<file path="src/pkg/adc_sel_consts.svh">
`ifndef ADC_SEL_CONSTS_SVH
`define ADC_SEL_CONSTS_SVH

// ----------------------------------------------------------------------
// Register map (word addresses on the plain register port)
// ----------------------------------------------------------------------
`define ADDR_SELECT      4'h0
`define ADDR_RESULT_LOW  4'h1
`define ADDR_RESULT_HIGH 4'h2
`define ADDR_STATUS      4'h3
`define SELECT_RESET     8'h00

// ----------------------------------------------------------------------
// Selection register fields
// ----------------------------------------------------------------------
`define REF_MSB          7
`define REF_LSB          6
`define ALIGN_BIT        5
`define CHAN_MSB         4
`define CHAN_LSB         0

// ----------------------------------------------------------------------
// Status register fields
// ----------------------------------------------------------------------
`define STAT_DONE_BIT    0
`define STAT_BUSY_BIT    1
`define STAT_LOCK_BIT    2

// ----------------------------------------------------------------------
// Result coding
// ----------------------------------------------------------------------
`define SE_MAX_CODE      10'h3ff
`define DIFF_MAX_CODE    10'h1ff
`define DIFF_MIN_CODE    10'h200
`define SE_SCALE         12'h400
`define DIFF_SCALE       12'h200
`define LEFT_PAD         6

// ----------------------------------------------------------------------
// Channel code groups
// ----------------------------------------------------------------------
`define CHAN_BANDGAP     5'h1e
`define CHAN_GROUND      5'h1f
`define CHAN_NEG2_LAST   5'h1d
`define GAIN_X1          8'h01
`define GAIN_X10         8'h0a
`define GAIN_X200        8'hc8

`endif

</file>
<file path="src/pkg/adc_sel_pkg.sv">
package adc_sel_pkg;

    // Reference source choice.
    typedef enum logic [1:0] {
        REF_EXTERNAL_PIN = 2'b00,
        REF_ANALOG_SUPPLY = 2'b01,
        REF_RESERVED     = 2'b10,
        REF_INTERNAL_256 = 2'b11
    } reference_t;

    // Selection register contents.
    typedef struct packed {
        reference_t reference_select;
        logic       left_adjust_result;
        logic [4:0] channel_gain_select;
    } select_t;

    // Decoded routing towards the analog front end.
    typedef struct packed {
        logic       differential;
        logic [2:0] pos_channel;
        logic [2:0] neg_channel;
        logic [7:0] gain;
        logic       bandgap;
        logic       ground;
    } route_t;

endpackage

</file>
<file path="src/verilog/adc_route_decode.sv">
`timescale 1ns/1ps
`include "adc_sel_consts.svh"

module adc_route_decode (
    input  wire logic [4:0]          i_chan,
    output adc_sel_pkg::route_t      o_route
);

    // Channel field decode: single-ended, gain pairs, 1x pairs, internals.
    always_comb begin
        o_route = '0;
        o_route.gain = `GAIN_X1;
        case (i_chan[4:3])
            2'b00: begin
                o_route.pos_channel = i_chan[2:0];
            end
            2'b01: begin
                // Pairs: pos 0/1 vs neg 0, or pos 2/3 vs neg 2.
                o_route.differential = 1'b1;
                o_route.pos_channel  = {1'b0, i_chan[2], i_chan[0]};
                o_route.neg_channel  = {1'b0, i_chan[2], 1'b0};
                o_route.gain = i_chan[1] ? `GAIN_X200 : `GAIN_X10;
            end
            2'b10: begin
                o_route.differential = 1'b1;
                o_route.pos_channel  = i_chan[2:0];
                o_route.neg_channel  = 3'h1;
            end
            default: begin
                if (i_chan == `CHAN_BANDGAP) begin
                    o_route.bandgap = 1'b1;
                end else if (i_chan == `CHAN_GROUND) begin
                    o_route.ground = 1'b1;
                end else begin
                    o_route.differential = 1'b1;
                    o_route.pos_channel  = i_chan[2:0];
                    o_route.neg_channel  = 3'h2;
                end
            end
        endcase
    end

endmodule

</file>
<file path="src/verilog/adc_code_format.sv">
`timescale 1ns/1ps
`include "adc_sel_consts.svh"

module adc_code_format (
    input  wire logic               i_differential,
    input  wire logic signed [11:0] i_raw,
    output logic [9:0]              o_code
);

    // Clamp the raw converter value into the 10-bit field. The raw input
    // is two bits wider than the field so overrange is seen, not wrapped.
    always_comb begin
        if (!i_differential) begin
            if (i_raw < 0) begin
                o_code = 10'h000;
            end else if (i_raw > $signed({2'b00, `SE_MAX_CODE})) begin
                o_code = `SE_MAX_CODE;
            end else begin
                o_code = i_raw[9:0];
            end
        end else begin
            if (i_raw > $signed({2'b00, `DIFF_MAX_CODE})) begin
                o_code = `DIFF_MAX_CODE;
            end else if (i_raw < -$signed({2'b00, `DIFF_MIN_CODE})) begin
                o_code = `DIFF_MIN_CODE;
            end else begin
                o_code = i_raw[9:0];
            end
        end
    end

endmodule

</file>
<file path="src/verilog/adc_select_format.sv">
`timescale 1ns/1ps
`include "adc_sel_consts.svh"

module adc_select_format #(
    parameter int RAW_WIDTH = 12
) (
    input  wire logic                  i_clk,
    input  wire logic                  i_rst_n,
    input  wire logic [3:0]            i_addr,
    input  wire logic [7:0]            i_wdata,
    input  wire logic                  i_wr,
    input  wire logic                  i_rd,
    input  wire logic                  i_conv_start,
    input  wire logic                  i_conv_done,
    input  wire logic signed [11:0]    i_conv_raw,
    output logic [7:0]                 o_rdata,
    output adc_sel_pkg::route_t        o_route,
    output adc_sel_pkg::reference_t    o_reference,
    output logic                       o_int_ref_enable,
    output logic                       o_conv_busy,
    output logic                       o_done_flag
);

    // The clamp compares against a 12-bit raw value; refuse other widths.
    if (RAW_WIDTH != $bits(i_conv_raw)) begin : g_bad_raw_width
        $error("RAW_WIDTH must match the raw input width");
    end

    // ------------------------------------------------------------------
    // State
    // ------------------------------------------------------------------
    adc_sel_pkg::select_t      select_reg, select_next;
    adc_sel_pkg::reference_t   ref_active_reg, ref_active_next;
    logic [4:0]                chan_active_reg, chan_active_next;
    logic                      busy_reg, busy_next;
    logic                      done_reg, done_next;
    logic                      lock_reg, lock_next;
    logic                      pend_reg, pend_next;
    logic [9:0]                result_reg, result_next;
    logic [9:0]                pend_code_reg, pend_code_next;
    logic [7:0]                rdata_reg, rdata_next;
    adc_sel_pkg::route_t       route_reg, route_next;
    logic                      intref_reg, intref_next;

    adc_sel_pkg::route_t       route_dec;
    logic [9:0]                code_fmt;
    logic [15:0]               presented;
    logic                      wr_status_clear;

    // ------------------------------------------------------------------
    // Helpers
    // ------------------------------------------------------------------
    // Routing is decoded from the settings latched for the conversion.
    adc_route_decode u_decode (
        .i_chan  (chan_active_next),
        .o_route (route_dec)
    );

    adc_code_format u_format (
        .i_differential (route_reg.differential),
        .i_raw          (i_conv_raw),
        .o_code         (code_fmt)
    );

    // Presentation follows the live alignment bit, never a latched copy,
    // so a flip of the bit is visible on the very next read.
    always_comb begin
        if (select_reg.left_adjust_result) begin
            presented = {result_reg, {`LEFT_PAD{1'b0}}};
        end else begin
            presented = {6'h00, result_reg};
        end
    end

    assign wr_status_clear = i_wr && (i_addr == `ADDR_STATUS)
                           && i_wdata[`STAT_DONE_BIT];

    // ------------------------------------------------------------------
    // Next-state logic
    // ------------------------------------------------------------------
    always_comb begin
        select_next      = select_reg;
        ref_active_next  = ref_active_reg;
        chan_active_next = chan_active_reg;
        busy_next        = busy_reg;
        done_next        = done_reg;
        lock_next        = lock_reg;
        pend_next        = pend_reg;
        result_next      = result_reg;
        pend_code_next   = pend_code_reg;
        rdata_next       = 8'h00;

        if (i_wr && (i_addr == `ADDR_SELECT)) begin
            select_next = adc_sel_pkg::select_t'(i_wdata);
        end

        // Settings are taken over while idle or in the done cycle; a write during a
        // conversion waits in select_reg until it has finished.
        if (!busy_reg || i_conv_done) begin
            ref_active_next  = select_next.reference_select;
            chan_active_next = select_next.channel_gain_select;
        end

        if (i_conv_start && !busy_reg) begin
            busy_next = 1'b1;
        end

        if (wr_status_clear) begin
            done_next = 1'b0;
        end

        // Read side effects on the result pair.
        if (i_rd && (i_addr == `ADDR_RESULT_LOW)) begin
            lock_next = 1'b1;
        end
        if (i_rd && (i_addr == `ADDR_RESULT_HIGH)) begin
            lock_next = 1'b0;
            if (pend_reg) begin
                result_next = pend_code_reg;
                pend_next   = 1'b0;
            end
        end

        // A finished conversion lands in the result unless a byte pair read
        // is open or opens in this cycle; then it is parked and delivered
        // when the pair closes, so the two bytes never mix two results.
        if (busy_reg && i_conv_done) begin
            busy_next = 1'b0;
            done_next = 1'b1;
            if ((lock_reg || (i_rd && (i_addr == `ADDR_RESULT_LOW)))
                && !(i_rd && (i_addr == `ADDR_RESULT_HIGH))) begin
                pend_next      = 1'b1;
                pend_code_next = code_fmt;
            end else begin
                result_next = code_fmt;
                pend_next   = 1'b0;
            end
        end

        case (i_addr)
            `ADDR_SELECT:      rdata_next = select_reg;
            `ADDR_RESULT_LOW:  rdata_next = presented[7:0];
            `ADDR_RESULT_HIGH: rdata_next = presented[15:8];
            `ADDR_STATUS: begin
                rdata_next[`STAT_DONE_BIT] = done_reg;
                rdata_next[`STAT_BUSY_BIT] = busy_reg;
                rdata_next[`STAT_LOCK_BIT] = lock_reg;
            end
            default:           rdata_next = 8'h00;
        endcase
        if (!i_rd) begin
            rdata_next = 8'h00;
        end

        // Reference decode: internal source only for code 11.
        route_next  = route_dec;
        intref_next = (ref_active_next == adc_sel_pkg::REF_INTERNAL_256);
    end

    // ------------------------------------------------------------------
    // Registers
    // ------------------------------------------------------------------
    always_ff @(posedge i_clk) begin
        if (!i_rst_n) begin
            select_reg      <= adc_sel_pkg::select_t'(`SELECT_RESET);
            ref_active_reg  <= adc_sel_pkg::REF_EXTERNAL_PIN;
            chan_active_reg <= 5'h00;
            busy_reg        <= 1'b0;
            done_reg        <= 1'b0;
            lock_reg        <= 1'b0;
            pend_reg        <= 1'b0;
            result_reg      <= 10'h000;
            pend_code_reg   <= 10'h000;
            rdata_reg       <= 8'h00;
            route_reg       <= '0;
            intref_reg      <= 1'b0;
        end else begin
            select_reg      <= select_next;
            ref_active_reg  <= ref_active_next;
            chan_active_reg <= chan_active_next;
            busy_reg        <= busy_next;
            done_reg        <= done_next;
            lock_reg        <= lock_next;
            pend_reg        <= pend_next;
            result_reg      <= result_next;
            pend_code_reg   <= pend_code_next;
            rdata_reg       <= rdata_next;
            route_reg       <= route_next;
            intref_reg      <= intref_next;
        end
    end

    assign o_rdata          = rdata_reg;
    assign o_route          = route_reg;
    assign o_reference      = ref_active_reg;
    assign o_int_ref_enable = intref_reg;
    assign o_conv_busy      = busy_reg;
    assign o_done_flag      = done_reg;

endmodule

</file>
<file path="config.mk">
export PLATFORM = sky130hd
export DESIGN_NAME = adc_select_format
export DESIGN_NICKNAME = d
export VERILOG_FILES = /design/src/pkg/adc_sel_pkg.sv /design/src/verilog/adc_route_decode.sv /design/src/verilog/adc_code_format.sv /design/src/verilog/adc_select_format.sv
export VERILOG_INCLUDE_DIRS = /design/src /design/src/pkg
export SDC_FILE = /design/constraint.sdc
export NUM_CORES = 1
export LEC_CHECK = 0
export BUFFER_PORTS_ARGS = -buffer_cell sky130_fd_sc_hd__buf_4
export CORE_UTILIZATION = 51
export CTS_BUF_LIST = sky130_fd_sc_hd__clkbuf_8
export CTS_CLUSTER_SIZE = 20
export DETAILED_ROUTE_END_ITERATION = 12
export GPL_TIMING_DRIVEN = 0
export PLACE_DENSITY = 0.85
export SYNTH_ARGS = -nofsm -noshare
export SYNTH_HDL_FRONTEND = slang
export SYNTH_SLANG_ARGS = --single-unit
</file>
<file path="constraint.sdc">
create_clock -name i_clk -period 1.95 [get_ports i_clk]
set_clock_uncertainty 0.15 [all_clocks]
set_input_delay 0.195 -clock i_clk [delete_from_list [all_inputs] [get_ports i_clk]]
set_output_delay 0.195 -clock i_clk [all_outputs]
set_load 0.01 [all_outputs]
</file>
## Word level (Yosys, flattened, before mapping)

Index checks and enable logic that the tools add are counted.
W data, S select, Z words.

| cells by class | value |
|---|---|
| $lt $le $gt $ge | 4 |
| eq/ne operators | 8 |
| multiplexer cells | 29 |
| bitwise operators | 1 |
| reduce and logical (&&, ||, !) cells | 25 |

Operators with widths:

| kind | number |
|---|---|
| $mux W10 | 9 |
| $mux W16 | 1 |
| $mux W8 | 2 |
| $pmux W5 S3 | 1 |
| $mux W7 | 2 |
| $gt A12 B10 Y1 const B | 1 |
| $gt A12 B11 Y1 const B | 1 |
| $lt A12 B1 Y1 const B | 1 |
| $lt A12 B10 Y1 const B | 1 |
| $pmux W3 S4 | 1 |
| $eq A5 B5 Y1 const B | 2 |
| $pmux W3 S3 | 1 |
| $eq A4 B2 Y1 const B | 2 |
| $logic_and A1 B1 Y1 | 8 |
| $mux W1 | 8 |
| $reduce_or A2 Y1 | 4 |
| $pmux W3 S2 | 1 |
| $reduce_and A2 Y1 | 3 |
| $mux W5 | 1 |
| $reduce_or A5 Y1 | 1 |
| $eq A2 B2 Y1 const B | 2 |
| $eq A4 B1 Y1 const B | 1 |
| $logic_not A4 Y1 | 1 |
| $reduce_bool A2 Y1 | 2 |
| 8 further kinds | 10 |

| storage, ports and cells | value |
|---|---|
| register bits | 65 |
| input port bits | 30 |
| output and inout bits | 30 |
| word-level logic and storage cells | 87 |

## Longest topological paths before layout

| logic depth | value |
|---|---|
| word-level depth | 8 |
| mapped depth | 10 |

## Cells and area by module

Synthesis repeated with hierarchy kept, for this count alone.

| unflattened totals | value |
|---|---|
| cell total of the unflattened synthesis | 360 |
| area total of the unflattened synthesis | 3228.1 um^2 |

By module, submodules not included:

| module | times used | cells an instance | area an instance (um^2) |
|---|---|---|---|
| adc_select_format | 1 | 291 | 2770.2 |
| adc_code_format | 1 | 36 | 240.2 |
| adc_route_decode | 1 | 33 | 217.7 |

## Worst setup path before layout

OpenSTA, ideal clock, no wires.

| path | value |
|---|---|
| path type | register -> register |
| start | register busy_reg, in the netlist o_conv_busy |
| end | register route_reg, in the netlist o_route[14] |
| setup time | 0.116 ns |
| arrival | 1.944 ns |
| required time | 1.684 ns |
| slack | -0.259 ns |
| cell stages (with the launch flop) | 11 |
| path buffers | 1 |
| path through | dfxtp_1 nand2b_1 clkbuf_1 nand4_1 o211a_4 inv_1 ha_1 inv_1 o2111ai_1 o31ai_1 a31o_1 |

| on the way | value |
|---|---|
| longest elaborated chain between the ends | 7 |
| elaborated cells between the ends (all ways) | 12 |
| those cells by class | eq/ne (4); mux (4); reduce/logical (4) |

Ends and longest elaborated chain:

| element | RTL line | source |
|---|---|---|
| start, declared | adc_select_format.sv:35 | `logic busy_reg, busy_next;` |
| start signal, assigned | adc_select_format.sv:181 | `busy_reg <= busy_next;` |
| $logic_not A1 Y1 (*) | adc_select_format.sv:99 | `if (!busy_reg \|\| i_conv_done) begin` |
| $logic_or A1 B1 Y1 (*) | adc_select_format.sv:99 |  |
| $mux W5 (*) | adc_select_format.sv:99 |  |
| named net chan_active_next[3] | adc_select_format.sv:34 | `logic [4:0] chan_active_reg, chan_active_next;` |
| $eq A5 B5 Y1 (no source line) | -- |  |
| $mux W7 | adc_route_decode.sv:32 | `` end else if (i_chan == `CHAN_GROUND) begin `` |
| $mux W7 | adc_route_decode.sv:30 | `` if (i_chan == `CHAN_BANDGAP) begin `` |
| $pmux W3 S2 (*) | adc_route_decode.sv:13 | `case (i_chan[4:3])` |
| end signal, assigned | adc_select_format.sv:188 | `route_reg <= route_next;` |
| end, declared | adc_select_format.sv:42 | `adc_sel_pkg::route_t route_reg, route_next;` |

The timed path passes the listed nets; every way through them passes the cells marked *.
A chain may end at the register's enable or synchronous reset.

## Final worst setup path

Ends and elaborated chain as after synthesis.

==> impl_metrics.ini <==
[critical_path]
timing.rr.start = o_conv_busy
critPathCapture = o_route[14]
timing.rr.end = o_route[14]
cp-startpoint = o_conv_busy
reg2regPathDepth = 9
crit_path_end_kind = flop
required_ns = 2.10
cp-start-kind = flop
worst_ep_arrival_time_ns = 2.15
crit_type = reg2reg
cp_max_fo = 6
reg2reg_slack_ns = -0.05

[die]
rows = 26
die_area_sq_um = 5870
die_w_microns = 76.6
start_util = 0.542
coreArea_sq_um = 5240
io-pin-count = 60
die_h_microns = 76.6

[yosys]
synth_top_family_by_area = compound AO/OA/AOI/OAI gates
syn_inst = 335
synth-compound-area-share = 0.231
syn_area_sq_um = 2840
postSynthAreaPerCell_sq_um = 8.47
synth-seq-cells = 60
yosys_warnings = 0
synth-simple-area-share = 0.212
synthMuxAreaShare = 0.0533
yosysUniqueCellTypes = 49
synthAdderAreaFrac = 0.0176
async_flop_share = 0
yosysSeqAreaShare = 0.423
yosys.area.top_type_share = 0.423
synth_flop_cell = dfxtp_1
post-synth-top-area-cell = dfxtp_1
synth-edff-count = 0
synth_xor_area_frac = 0
yosys-top-cells-area = dfxtp_1 42%, a21oi_1 5.1%, mux2i_1 4.9%, nor2_1 4.6%, nand2_1 4.5%

[run_status]
status = finished with violations
failed_checks = setup timing

[clocking]
cts_tree = yes
cts.clk_slew.worst_paths_ns = 0.07
cts.sinks = 60
clk_path_buf_depth = 2
htree_levels = 3
insertion_delay_ns = 0.35
cts_buffers = 9
root_buffer = clkbuf_8

[sta]
slew_violations = 0
setup_tns_ns = -0.0940
setup_viol = 3
worst_slew_pin_slew_ns = 0.609
hold_ws_ns = 0.0306
fmax_mhz = 499
period_minus_slack_ns = 2.00
period_share = 1.03
fin_ws_ns = -0.0540
slew_headroom = 0.590
rsz0062_at_grt = true
hold_viol = 0

[placed_design]
place_area_sq_um = 3340
placed_cells = 459
gp_congestion = 0.911
dp_slack_ns = -0.430
port-buffer-count = 51
dp_hpwl_microns = 5110

[detailed_routing]
drc = 0
vias_per_cell = 5.98
vias = 2940
wl_microns = 8620
dr.pass1.iters = 5
ant_nets = 0
wl_per_cell_microns = 17.5
drt-initial-drc-count = 355

[cells_and_area]
final_core_util = 0.729
final_common_cell = buf_4
final_area_sq_um = 3820
area_growth_pct = 34.4
final_nets = 451
nFillCells = 353
num_antenna_cells = 0
final_cell_mix = 67 x buf_4, 59 x dfxtp_1, 34 x nand2_1, 34 x nor2_1, 29 x a21oi_1
finalNonFillerCells = 492
drive_gt1_frac = 0.273
largest_reg_flops = 12

[grt]
grt_overflow_total = 0
grt_pass1_vias = 2644
grt_max_degree = 12
antenna_found_initial = 0
gr-usage-all-layers = 0.274
grt_pass1_wl_microns = 12600

[pwr]
power_mw = 2.84
leakage_nw = 1.57
vdd_drop_max_mv = 0.412
cellPowerDensity_nw_per_um2 = 744

[flow_run]
max_cap_viol_count = 0

[worst_hold_path]
min_path_type = in2reg
-- Yosys cell counts (6+ instances only) --
| cell | count |
|---|---|
| o21ai_0 | 14 |
| o2bb2ai_1 | 9 |
| nand3_1 | 23 |
| a21oi_1 | 29 |
| dfxtp_1 | 60 |
| a211oi_1 | 13 |
| nand2_1 | 34 |
| clkbuf_1 | 19 |
| mux2i_1 | 14 |
| inv_1 | 6 |
| and2_1 | 7 |
| buf_4 | 6 |
| nor2_1 | 35 |
-- power by group --
| part | switching (mW) | total, mW | leakage [nW] | internal (mW) |
|---|---|---|---|---|
| Sequential | 0.0273 | 1.28 | 0.487 | 1.26 |
| Clock | 0.525 | 1.19 | 0.102 | 0.661 |
| Combinational | 0.208 | 0.368 | 0.982 | 0.160 |
| Total | 0.760 | 2.84 | 1.57 | 2.08 |
-- critical path, cell delays in order (launching register included) --
cell and delay (ns):
dfxtp_4 0.37, nor2b_4 0.14, a31o_4 0.23, o22ai_4 0.32, inv_2 0.11, ha_4 0.21, inv_4 0.06, o2111ai_2 0.11
o31ai_1 0.12, a31o_1 0.13
-- kinds of logic after synthesis --
| group | after synthesis |
|---|---|
| compound gates | 94 |
| other cells | 1 |
| flops | 60 |
| simple gates | 124 |
| fa+ha+maj | 4 |
| mux | 15 |
| buf+inv | 37 |
-- how the worst min path moves through the flow --
stage                     startpoint            end  slack (ns)  cells past startpoint
after floorplan           i_wdata[3]  select_reg[3]        0.18                      2
after global placement    i_wdata[4]  select_reg[4]        0.29                      3
after detailed placement  i_wdata[4]  select_reg[4]        0.29                      3
after CTS                 i_wdata[0]  select_reg[0]        0.02                      3
after global routing      i_wdata[0]  select_reg[0]        0.05                      3
final                     i_wdata[0]  select_reg[0]        0.03                      3
-- what timing repair did --
| item | in CTS | in global routing |
|---|---|---|
| hold endpoints to repair | 8 | 0 |
| pin swaps | 2 | 8 |
| hold buffers | 8 | 0 |
| gates resized for setup | 6 | 17 |
| endpoints found under the setup margin | 16 | 7 |
| setup buffers | 5 | 4 |
-- area by class of cell --
type	instances	area, sq um	area share
multi-input combinational	241	1590	0.416
sequential	60	1200	0.316
timing repair buffer	68	531	0.139
buffer	31	164	0.0430
clock buffer	11	151	0.0397
tap	70	87.6	0.0230
clock inverter	5	58.8	0.0154
inverter	6	30.0	0.00787
-- per-layer routing --
layer / track usage / share of wire / wire length (microns) / up-vias
li1: - / - / - / 1352
met1: 0.346 / 0.39 / 3330 / 1346
met2: 0.444 / 0.47 / 4040 / 194
met3: 0.0539 / 0.092 / 796 / 48
met4: 0.137 / 0.052 / 451 / 0
met5: 0 / 0 / 0 / -
No activity file was read; power rests on OpenSTA's default activity.
